[src/design/eag_pkg.sv]
// Package: constants and types for the effective-address and stack-check block
package eag_pkg;
  localparam int unsigned DATA_W = 16;
  localparam int unsigned NEAR_ADDR_W = 13;
  localparam int unsigned SHORT_LIT_W = 5;
  localparam int unsigned LONG_LIT_W = 10;
  localparam int unsigned DEFAULT_WORK_ALIAS_SEL_W = 4;
  localparam logic [3:0] DEFAULT_WORK_IDX = 4'h0;
  localparam logic [3:0] STACK_PTR_IDX = 4'hf;
  localparam logic [15:0] STACK_FLOOR_ADDR = 16'h0800;
  localparam logic [15:0] WORD_STEP = 16'h0002;
  localparam int unsigned SLIM_BIT0_POS = 0;
  localparam logic [15:0] SLIM_RESET_VAL = 16'h0000;

  typedef enum logic [3:0] {
    EAG_MODE_FILE,
    EAG_MODE_FILE_ANY,
    EAG_MODE_REG_DIRECT,
    EAG_MODE_IND,
    EAG_MODE_IND_POST,
    EAG_MODE_IND_PRE,
    EAG_MODE_INDEXED,
    EAG_MODE_LIT_OFFSET,
    EAG_MODE_LIT5,
    EAG_MODE_LIT10,
    EAG_MODE_PUSH,
    EAG_MODE_POP,
    EAG_MODE_PUSH_CALL_PC,
    EAG_MODE_PUSH_EXC_PC
  } eag_mode_e;

  typedef enum logic [1:0] {
    EAG_DST_SAME_FILE,
    EAG_DST_DEFAULT_WORK,
    EAG_DST_WORK_PAIR
  } eag_dst_e;
endpackage

[src/design/eag_limit_reg.sv]
// Stack limit holding register with bit 0 forced clear
`timescale 1ns/10ps
`default_nettype none
module eag_limit_reg
  import eag_pkg::*;
#(
  parameter int unsigned WIDTH = DATA_W
) (
  input wire logic core_clk,
  input wire logic wr_en,
  input wire logic [WIDTH-1:0] wr_data,
  output logic [WIDTH-1:0] rd_data
);
  initial begin
    if (WIDTH < 2) $error("eag_limit_reg: WIDTH too small");
  end

  logic [WIDTH-1:0] lim_q;

  // No reset: contents stay undefined until software loads a value
  always_ff @(posedge core_clk) begin
    if (wr_en) begin
      lim_q <= wr_data;
    end
  end

  always_comb begin
    rd_data = lim_q;
    rd_data[SLIM_BIT0_POS] = 1'b0;
  end
endmodule // eag_limit_reg
`default_nettype wire

[src/design/eag_stack_ea.sv]
// Effective-address generator with stack limit and underflow checking
`timescale 1ns/10ps
`default_nettype none
module eag_stack_ea
  import eag_pkg::*;
#(
  parameter int unsigned AW = DATA_W
) (
  input wire logic core_clk,
  input wire logic rst_b,
  // Request from instruction decode, one per cycle while req_valid
  input wire logic req_valid,
  input wire eag_mode_e req_mode,
  input wire logic req_is_mul,
  input wire logic req_dst_work,
  input wire logic [NEAR_ADDR_W-1:0] req_near_addr,
  input wire logic [AW-1:0] req_full_addr,
  input wire logic [DEFAULT_WORK_ALIAS_SEL_W-1:0] req_ptr_sel,
  input wire logic [DEFAULT_WORK_ALIAS_SEL_W-1:0] req_base_sel,
  input wire logic signed [AW-1:0] req_mod_const,
  input wire logic [LONG_LIT_W-1:0] req_literal,
  input wire logic [AW-1:0] req_push_data,
  input wire logic [AW-1:0] req_pc,
  input wire logic [7:0] status_low_byte,
  // Working register file view
  input wire logic [AW-1:0] pointer_work_reg,
  input wire logic [AW-1:0] base_work_reg,
  input wire logic [AW-1:0] default_work_reg,
  input wire logic [AW-1:0] stack_pointer_reg,
  // Stack limit load from the register write path
  input wire logic stack_limit_wr,
  input wire logic [AW-1:0] stack_limit_wdata,
  output logic [AW-1:0] stack_limit_reg,
  // Results
  output logic ea_valid,
  output logic [AW-1:0] ea_addr,
  output logic ea_is_mem,
  output logic [AW-1:0] operand_lit,
  output logic [AW-1:0] mem_wdata,
  output logic mem_we,
  output logic mem_re,
  output logic [DEFAULT_WORK_ALIAS_SEL_W-1:0] src1_sel,
  output logic [DEFAULT_WORK_ALIAS_SEL_W-1:0] ea_ptr_sel,
  output eag_dst_e dst_kind,
  output logic [DEFAULT_WORK_ALIAS_SEL_W-1:0] dst_work_sel,
  output logic ptr_wb_en,
  output logic [DEFAULT_WORK_ALIAS_SEL_W-1:0] ptr_wb_sel,
  output logic [AW-1:0] ptr_wb_data,
  output logic stack_ovf_trap,
  output logic stack_unf_trap
);
  initial begin
    if (AW != DATA_W) $error("eag_stack_ea: AW must equal DATA_W");
  end

  typedef struct packed {
    logic ea_valid;
    logic [AW-1:0] ea_addr;
    logic ea_is_mem;
    logic [AW-1:0] operand_lit;
    logic [AW-1:0] mem_wdata;
    logic mem_we;
    logic mem_re;
    logic [DEFAULT_WORK_ALIAS_SEL_W-1:0] src1_sel;
    logic [DEFAULT_WORK_ALIAS_SEL_W-1:0] ea_ptr_sel;
    eag_dst_e dst_kind;
    logic [DEFAULT_WORK_ALIAS_SEL_W-1:0] dst_work_sel;
    logic ptr_wb_en;
    logic [DEFAULT_WORK_ALIAS_SEL_W-1:0] ptr_wb_sel;
    logic [AW-1:0] ptr_wb_data;
    logic ovf;
    logic unf;
  } eag_state_s;

  eag_state_s st_q;
  eag_state_s st_d;
  logic [AW-1:0] lim_rd;
  logic [AW-1:0] ptr_mod;
  logic [AW-1:0] sp_dec;
  logic [AW-1:0] sp_inc;
  logic [AW-1:0] stack_ea;
  logic stack_use;
  logic is_push;

  eag_limit_reg #(
    .WIDTH(AW)
  ) u_limit (
    .core_clk(core_clk),
    .wr_en(stack_limit_wr),
    .wr_data(stack_limit_wdata),
    .rd_data(lim_rd)
  );

  assign stack_limit_reg = lim_rd;
  assign ptr_mod = pointer_work_reg + req_mod_const;
  assign sp_dec = stack_pointer_reg - WORD_STEP;
  assign sp_inc = stack_pointer_reg + WORD_STEP;

  always_comb begin
    st_d = st_q;
    st_d.ea_valid = 1'b0;
    st_d.mem_we = 1'b0;
    st_d.mem_re = 1'b0;
    st_d.ptr_wb_en = 1'b0;
    st_d.ovf = 1'b0;
    st_d.unf = 1'b0;
    stack_use = 1'b0;
    is_push = 1'b0;
    stack_ea = '0;
    if (req_valid) begin
      st_d.ea_valid = 1'b1;
      st_d.ea_is_mem = 1'b1;
      st_d.src1_sel = req_base_sel;
      st_d.ea_ptr_sel = req_ptr_sel;
      st_d.dst_kind = EAG_DST_SAME_FILE;
      st_d.dst_work_sel = req_ptr_sel;
      st_d.operand_lit = '0;
      st_d.ptr_wb_sel = req_ptr_sel;
      st_d.mem_wdata = req_push_data;
      unique case (req_mode)
        EAG_MODE_FILE: begin
          st_d.ea_addr = {{(AW-NEAR_ADDR_W){1'b0}}, req_near_addr};
          st_d.src1_sel = DEFAULT_WORK_IDX;
          st_d.mem_re = 1'b1;
          if (req_is_mul) begin
            st_d.dst_kind = EAG_DST_WORK_PAIR;
          end else if (req_dst_work) begin
            st_d.dst_kind = EAG_DST_DEFAULT_WORK;
            st_d.dst_work_sel = DEFAULT_WORK_IDX;
          end
        end
        EAG_MODE_FILE_ANY: begin
          st_d.ea_addr = req_full_addr;
          st_d.mem_re = 1'b1;
        end
        EAG_MODE_REG_DIRECT: begin
          st_d.ea_is_mem = 1'b0;
          st_d.ea_addr = '0;
        end
        EAG_MODE_IND: begin
          st_d.ea_addr = pointer_work_reg;
          st_d.mem_re = 1'b1;
        end
        EAG_MODE_IND_POST: begin
          st_d.ea_addr = pointer_work_reg;
          st_d.mem_re = 1'b1;
          st_d.ptr_wb_en = 1'b1;
          st_d.ptr_wb_data = ptr_mod;
        end
        EAG_MODE_IND_PRE: begin
          st_d.ea_addr = ptr_mod;
          st_d.mem_re = 1'b1;
          st_d.ptr_wb_en = 1'b1;
          st_d.ptr_wb_data = ptr_mod;
        end
        EAG_MODE_INDEXED: begin
          st_d.ea_addr = pointer_work_reg + base_work_reg;
          st_d.mem_re = 1'b1;
        end
        EAG_MODE_LIT_OFFSET: begin
          st_d.ea_addr = pointer_work_reg + {{(AW-LONG_LIT_W){1'b0}}, req_literal};
          st_d.mem_re = 1'b1;
        end
        EAG_MODE_LIT5: begin
          st_d.ea_is_mem = 1'b0;
          st_d.ea_addr = '0;
          st_d.operand_lit = {{(AW-SHORT_LIT_W){1'b0}}, req_literal[SHORT_LIT_W-1:0]};
        end
        EAG_MODE_LIT10: begin
          st_d.ea_is_mem = 1'b0;
          st_d.ea_addr = '0;
          st_d.operand_lit = {{(AW-LONG_LIT_W){1'b0}}, req_literal};
        end
        EAG_MODE_POP: begin
          st_d.ea_addr = sp_dec;
          st_d.mem_re = 1'b1;
          st_d.ptr_wb_en = 1'b1;
          st_d.ptr_wb_sel = STACK_PTR_IDX;
          st_d.ptr_wb_data = sp_dec;
        end
        EAG_MODE_PUSH, EAG_MODE_PUSH_CALL_PC, EAG_MODE_PUSH_EXC_PC: begin
          is_push = 1'b1;
          st_d.ea_addr = stack_pointer_reg;
          st_d.mem_we = 1'b1;
          st_d.ptr_wb_en = 1'b1;
          st_d.ptr_wb_sel = STACK_PTR_IDX;
          st_d.ptr_wb_data = sp_inc;
          if (req_mode == EAG_MODE_PUSH_CALL_PC) begin
            st_d.mem_wdata = {1'b0, req_pc[AW-2:0]};
          end else if (req_mode == EAG_MODE_PUSH_EXC_PC) begin
            st_d.mem_wdata = {status_low_byte, req_pc[7:0]};
          end
        end
        default: begin
          st_d.ea_valid = 1'b0;
          st_d.ea_is_mem = 1'b0;
        end
      endcase
      // Accesses using the stack pointer as pointer register are checked too, not only push and pop (a stack-pointer base is not)
      if (req_mode inside {EAG_MODE_PUSH, EAG_MODE_PUSH_CALL_PC, EAG_MODE_PUSH_EXC_PC,
                           EAG_MODE_POP}) begin
        stack_use = 1'b1;
        stack_ea = st_d.ea_addr;
      end else if (req_ptr_sel == STACK_PTR_IDX && req_mode inside {EAG_MODE_IND,
                   EAG_MODE_IND_POST, EAG_MODE_IND_PRE, EAG_MODE_INDEXED,
                   EAG_MODE_LIT_OFFSET}) begin
        stack_use = 1'b1;
        stack_ea = st_d.ea_addr;
      end
      // Push at the limit itself is allowed; only beyond it traps
      if (stack_use && (is_push ? (stack_ea > lim_rd) : (stack_ea > lim_rd))) begin
        st_d.ovf = 1'b1;
      end
      if (stack_use && stack_ea < STACK_FLOOR_ADDR) begin
        st_d.unf = 1'b1;
      end
    end
  end

  always_ff @(posedge core_clk or negedge rst_b) begin
    if (!rst_b) begin
      st_q <= '0;
    end else begin
      st_q <= st_d;
    end
  end

  assign ea_valid = st_q.ea_valid;
  assign ea_addr = st_q.ea_addr;
  assign ea_is_mem = st_q.ea_is_mem;
  assign operand_lit = st_q.operand_lit;
  assign mem_wdata = st_q.mem_wdata;
  assign mem_we = st_q.mem_we;
  assign mem_re = st_q.mem_re;
  assign src1_sel = st_q.src1_sel;
  assign ea_ptr_sel = st_q.ea_ptr_sel;
  assign dst_kind = st_q.dst_kind;
  assign dst_work_sel = st_q.dst_work_sel;
  assign ptr_wb_en = st_q.ptr_wb_en;
  assign ptr_wb_sel = st_q.ptr_wb_sel;
  assign ptr_wb_data = st_q.ptr_wb_data;
  assign stack_ovf_trap = st_q.ovf;
  assign stack_unf_trap = st_q.unf;
endmodule // eag_stack_ea
`default_nettype wire

[config.mk]
export PLATFORM = sky130hd
export DESIGN_NAME = eag_stack_ea
export DESIGN_NICKNAME = d
export VERILOG_FILES = /design/src/design/eag_pkg.sv /design/src/design/eag_limit_reg.sv /design/src/design/eag_stack_ea.sv
export SDC_FILE = /design/constraint.sdc
export NUM_CORES = 1
export LEC_CHECK = 0
export BUFFER_PORTS_ARGS = -buffer_cell sky130_fd_sc_hd__buf_4
export CAP_MARGIN = 15
export CORE_MARGIN = 5
export CORE_UTILIZATION = 45
export CTS_CLUSTER_DIAMETER = 120
export CTS_CLUSTER_SIZE = 8
export DETAILED_ROUTE_END_ITERATION = 12
export PLACE_DENSITY = 0.78
export SYNTH_ARGS = -nofsm -noshare
export SYNTH_HDL_FRONTEND = slang
export SYNTH_SLANG_ARGS = --single-unit
[constraint.sdc]
create_clock -name core_clk -period 1.75 [get_ports core_clk]
set_input_delay 0.2625 -clock core_clk [delete_from_list [all_inputs] [get_ports core_clk]]
set_output_delay 0.2625 -clock core_clk [all_outputs]
set_load 0.05 [all_outputs]
# Word-level counts from Yosys, hierarchy flattened
# Index checks and enable logic that the tools add are counted.
[totals]
wordCells = 80
register_bits = 105
in_bits = 193
[op_classes]
n_reduce_logical = 17
eq_ne = 14
magnitude_cmp = 2
add_sub_neg = 5
mux = 25
[ops]
columns = ["operator", "count"]
rows = [
  ["one-hot mux 16 bit (9 select lines)", 1],
  ["2-to-1 mux 89 bit", 1],
  ["2-to-1 mux 16 bit", 5],
  ["one-hot mux 16 bit (3 select lines)", 1],
  ["adder 16 bit", 2],
  ["equality test 4 bit (second input constant)", 7],
  ["one-hot mux 10 bit (2 select lines)", 1],
  ["2-to-1 mux 17 bit", 1],
  ["adder 16 x 10 -> 16 bit", 1],
  ["adder 16 x 2 -> 16 bit (second input constant)", 1],
  ["equality test 4 x 3 -> 1 bit (second input constant)", 4],
  ["> comparator 16 bit", 1],
  ["< comparator 16 x 12 -> 1 bit (second input constant)", 1],
  ["subtractor 16 x 2 -> 16 bit (second input constant)", 1],
  ["OR reduction 14 bit", 1],
  ["2-to-1 mux 4 bit", 3],
  ["OR reduction 11 bit", 1],
  ["2-to-1 mux 1 bit", 9],
  ["equality test 4 x 2 -> 1 bit (second input constant)", 2],
  ["OR reduction 8 bit", 1],
  ["2-to-1 mux 6 bit", 1],
  ["OR reduction 3 bit", 2],
  ["OR reduction 6 bit", 1],
  ["2-to-1 mux 5 bit", 1],
  ["other kinds (10)", 13],
]

# Logic depth before layout (Yosys ltp)
[depth]
ltp_word = 10
ltp_mapped = 23

# Modules after synthesis
# Synthesis repeated with hierarchy kept, for this count alone.
[unflattened]
hier_cells = 892
hier_area_um2 = 7518.5
[by_module_without_submodules]
columns = ["mod", "cells_per_inst", "area_per_inst_um2", "n_inst"]
rows = [
  ["eag_stack_ea", 875, 7056.8, 1],
  ["eag_limit_reg", 17, 461.7, 1],
]

# Worst setup path before layout
# OpenSTA, ideal clock, no wires.
[synth_timing]
kind = "input to register"
startpoint = "input port req_mode[3]"
endpoint = "register st_q, in the netlist stack_ovf_trap"
path_buffers = 1
setup_slack_ns = -2.321
t_arrival_ns = 3.926
t_required_ns = 1.605
path_stages = 21
path_cell_list = "buf_2 -> nand4b_2 -> mux2_2 -> ha_1 -> inv_1 -> fa_1 -> nand2b_1 -> a21oi_1 -> o22ai_1 -> o221ai_1 -> xor2_1 -> a221oi_1 -> nor2_1 -> ha_1 -> nor2b_1 -> o21ai_0 -> nand2b_1 -> a21oi_1 -> nor2_1 -> a2111oi_0 -> nor4_1"
[synth_lines]
columns = ["element", "line_no", "source"]
rows = [
  ["start, declared", "eag_stack_ea.sv:13", "input wire eag_mode_e req_mode,"],
  ["end signal, assigned", "eag_stack_ea.sv:224", "st_q <= st_d;"],
  ["end, declared", "eag_stack_ea.sv:75", "eag_state_s st_q;"],
]

==> run_results.csv <==
group,metric,value,unit
finish,fin_util,0.809,
clocking,cts.sinks,98,
setup_path,worst_setup_path_end_kind,"flip-flop",
clocking,cts_tree,"yes",
clocking,worstSkewPairLatency,0.36,ns
timing,fin_crit_sh,2.15,
synthesis,synth_warnings,0,
setup_path,critical_path_class,"in2reg",
timing,drv_slew,0,
synthesis,ys_seq_elements,98,
synthesis,ys_async_sr_fraction,0.847,
timing,timing.slew.headroom,0.631,
global_route,first_global_vias,9369,
clocking,clkTransAtPathRegs,0.07,ns
synthesis,seq_area_frac_synth,0.336,
power,irDropWorstVdd,0.578,mV
detailed_routing,wl_per_cell,20.6,µm
die,initial_utilization,0.456,
setup_path,cp.required,2.01,ns
global_route,grt_usage,0.323,
die,core_area,0.0165,mm²
clocking,clockRootBuffer,"clkbuf_16",
die,io_pins,298,
synthesis,postSynthAreaPerCell,8.63,µm²
global_route,grt_pass1_wl,50100,µm
finish,fill_cells,1055,
placement,dp_slack,-2.52,ns
clocking,cts_buffers,9,
finish,diodes,0,
finish,ff_latch_area,0.00253,mm²
placement,place_inst,1572,
timing,max_freq,0.266,GHz
detailed_routing,vias,9243,
detailed_routing,drtIter0Drc,826,
die,dieArea,0.0194,mm²
detailed_routing,dr.pass1.iters,5,
timing,period_needed,3.76,ns
detailed_routing,drc,0,
synthesis,synth_edf_count,15,
global_route,gr-total-overflow,0,
detailed_routing,postRouteAntennaNets,0,
run_status,violations,"negative setup slack",
timing,rsz0062_at_grt,"true",
clocking,clockBufferDepth,2,
timing,setup_viol,30,
clocking,htreeDepth,3,
global_route,grt_max_degree,53,
die,std_cell_rows,47,
setup_path,critPathLaunchType,"input pin",
setup_path,cp.arrival,4.02,ns
finish,multi_input_area,0.00567,mm²
job,maxCapViolations,0,
synthesis,ys_types,74,
synthesis,syn_inst,871,
finish,drive_above_1_share,0.540,
setup_path,critPathMaxFanout,5,
finish,final_cells,1608,
power,total_power,0.00970,W
run_status,status,"finished with violations",
timing,setup_slack,-2.01,ns
die,die_h,139,µm
worst_hold_path,min_path_type,"in2reg",
power,leakage,6.31,nW
timing,worst_hold_slack,0.0735,ns
placement,io_buffers,272,
setup_path,ff2ff_path_depth,10,
finish,fin_nets,1626,
global_route,antenna_found_initial,0,
synthesis,netlist_area,0.00752,mm²
timing,tightest_slew,0.551,ns
worst_hold_path,hold_depth,1,
timing,clock_skew,0.00330,ns
power,powerDensity,728,mW/mm²
detailed_routing,drt-total-wl,33200,µm
timing,hold_violations,0,
die,die_x,139,µm
placement,hpwl,25600,µm
synthesis,ys.flop_type,"dfrtp_1",
placement,gp_congestion,0.964,
finish,syn_to_final_growth,77.1,%
detailed_routing,routed_via_density,5.75,
==> where the power goes <==
group	internal (W)	total (W)	switching [W]
sequential	0.00259	0.00275	0.000162
combinational	0.00217	0.00498	0.00281
clock	0.00101	0.00196	0.000948
==> routing by layer <==
metal / part of all wire / vias to the layer above / global-route usage
met5: 0 / - / 0
met4: 0.044 / 0 / 0.143
met3: 0.091 / 112 / 0.0813
met2: 0.49 / 518 / 0.542
met1: 0.38 / 4393 / 0.393
li1: - / 4220 / -
==> cell families (layout without fill, tap and decap cells) <==
family / Yosys count / after routing / synth area share
AOI/OAI and AO/OA: 271 / 271 / 0.239
and+or+nand+nor: 282 / 283 / 0.184
xor gates and xnor gates: 38 / 38 / 0.0443
DFF: 98 / 98 / 0.336
other: 1 / 7 / 0.000499
muxes: 40 / 40 / 0.0584
adders and majority gates: 50 / 50 / 0.0852
buffers and inverters: 91 / 601 / 0.0516
==> cell usage after synthesis (10+ instances only) <==
library cell | n | share of area
a221oi_1 | 12 | 0.014
nand3_1 | 22 | 0.015
ha_1 | 48 | 0.080
a211oi_1 | 10 | 0.010
mux2_2 | 21 | 0.031
xor2_1 | 15 | 0.017
nand2_1 | 82 | 0.041
inv_1 | 31 | 0.015
buf_2 | 13 | 0.0087
mux2i_1 | 18 | 0.024
a21o_1 | 10 | 0.010
o211ai_1 | 10 | 0.010
a22o_1 | 10 | 0.012
xnor2_1 | 23 | 0.027
a21oi_1 | 81 | 0.054
a22oi_1 | 10 | 0.010
clkbuf_1 | 32 | 0.016
dfrtp_1 | 83 | 0.28
edfxtp_1 | 15 | 0.060
and3_1 | 10 | 0.0083
nor2_1 | 87 | 0.043
o21ai_0 | 60 | 0.040
nor3_1 | 14 | 0.0093
==> layout make-up <==
type,instances,share of cell area
multi-input cells,689,0.426
repair buffers,553,0.333
flip-flops and latches,98,0.190
well taps,220,0.0207
clock buffers,10,0.0175
inverters,32,0.00902
clock inverters,6,0.00423
==> cell usage in the layout, fill, tap and decap left out, types with 7 or more instances in the layout <==
master	instances
buf_4	504
dfrtp_1	83
nor2_1	79
nand2_1	77
a21oi_1	50
o21ai_0	36
buf_6	34
ha_1	30
inv_1	29
a21oi_2	25
nand3_1	18
mux2i_1	17
mux2_2	16
ha_4	16
edfxtp_1	15
xnor2_1	14
o21ai_1	13
nor3_1	11
a21o_1	10
o211ai_1	10
xor2_1	10
a22o_1	10
o21ai_2	9
and3_1	9
clkbuf_16	9
buf_12	9
a21oi_4	8
nand4_1	8
o2bb2ai_1	8
a222oi_1	7
nor2_2	7
xnor2_2	7
a22oi_1	7
conb_1	7
==> worst max-delay path, stage by stage <==
cell and delay [ns]:
buf_8 0.10, nand4b_4 0.27, buf_6 0.21, mux2_4 0.33, ha_4 0.31, nand3_4 0.09
a21oi_4 0.18, o21ai_2 0.09, o311ai_2 0.30, buf_4 0.18, mux2i_4 0.07, a21oi_2 0.20
and2_4 0.18, nor2_1 0.04, ha_1 0.30, nand3_2 0.09, nor2_2 0.14, nand2_2 0.09
a211oi_2 0.19, a2111oi_2 0.08, nor4_1 0.28
==> what timing repair did <==
item | in CTS | in global routing
setup endpoints to repair | 37 | 35
endpoints found under the hold margin | 8 | 0
gates cloned | 1 | 0
hold buffers | 1 | 0
pin swaps | 41 | 47
gates resized for setup | 114 | 74
buffers inserted | 15 | 18
==> flip-flops by register name, summed over array words and instances (netlist names), 2 cells and up <==
| signal | cells |
|---|---|
| dst_kind | 2 |
| dst_work_sel | 4 |
| ea_addr | 16 |
| ea_ptr_sel | 4 |
| mem_wdata | 16 |
| operand_lit | 10 |
| ptr_wb_data | 16 |
| ptr_wb_sel | 4 |
| src1_sel | 4 |
| u_limit.lim_q | 15 |
==> final timing paths <==
kind                                             from                    endpoint  slack [ns]
max reg2reg                u_limit.lim_q[2]$_DFFE_PP_    stack_ovf_trap$_DFF_PN0_       -0.42
min in group asynchronous                       rst_b  ptr_wb_data[0]$_DFFE_PN0P_        0.29
min                              stack_limit_wdata[1]  u_limit.lim_q[1]$_DFFE_PP_        0.07
max                                       req_mode[3]    stack_ovf_trap$_DFF_PN0_       -2.01
max in group asynchronous                       rst_b    stack_ovf_trap$_DFF_PN0_        0.89
min reg2reg                ptr_wb_data[6]$_DFFE_PN0P_  ptr_wb_data[6]$_DFFE_PN0P_        0.48
==> metrics by stage <==
stage / TNS, ns / cell area [µm²]
after CTS: -15.00 / 12900
after global routing: -19.23 / 13300
final: -17.22 / 13300
after floorplan: -13.53 / 7950
after global placement: -37.81 / 12000
after detailed placement: -39.43 / 12000
Power figures use the tool's default switching activity.
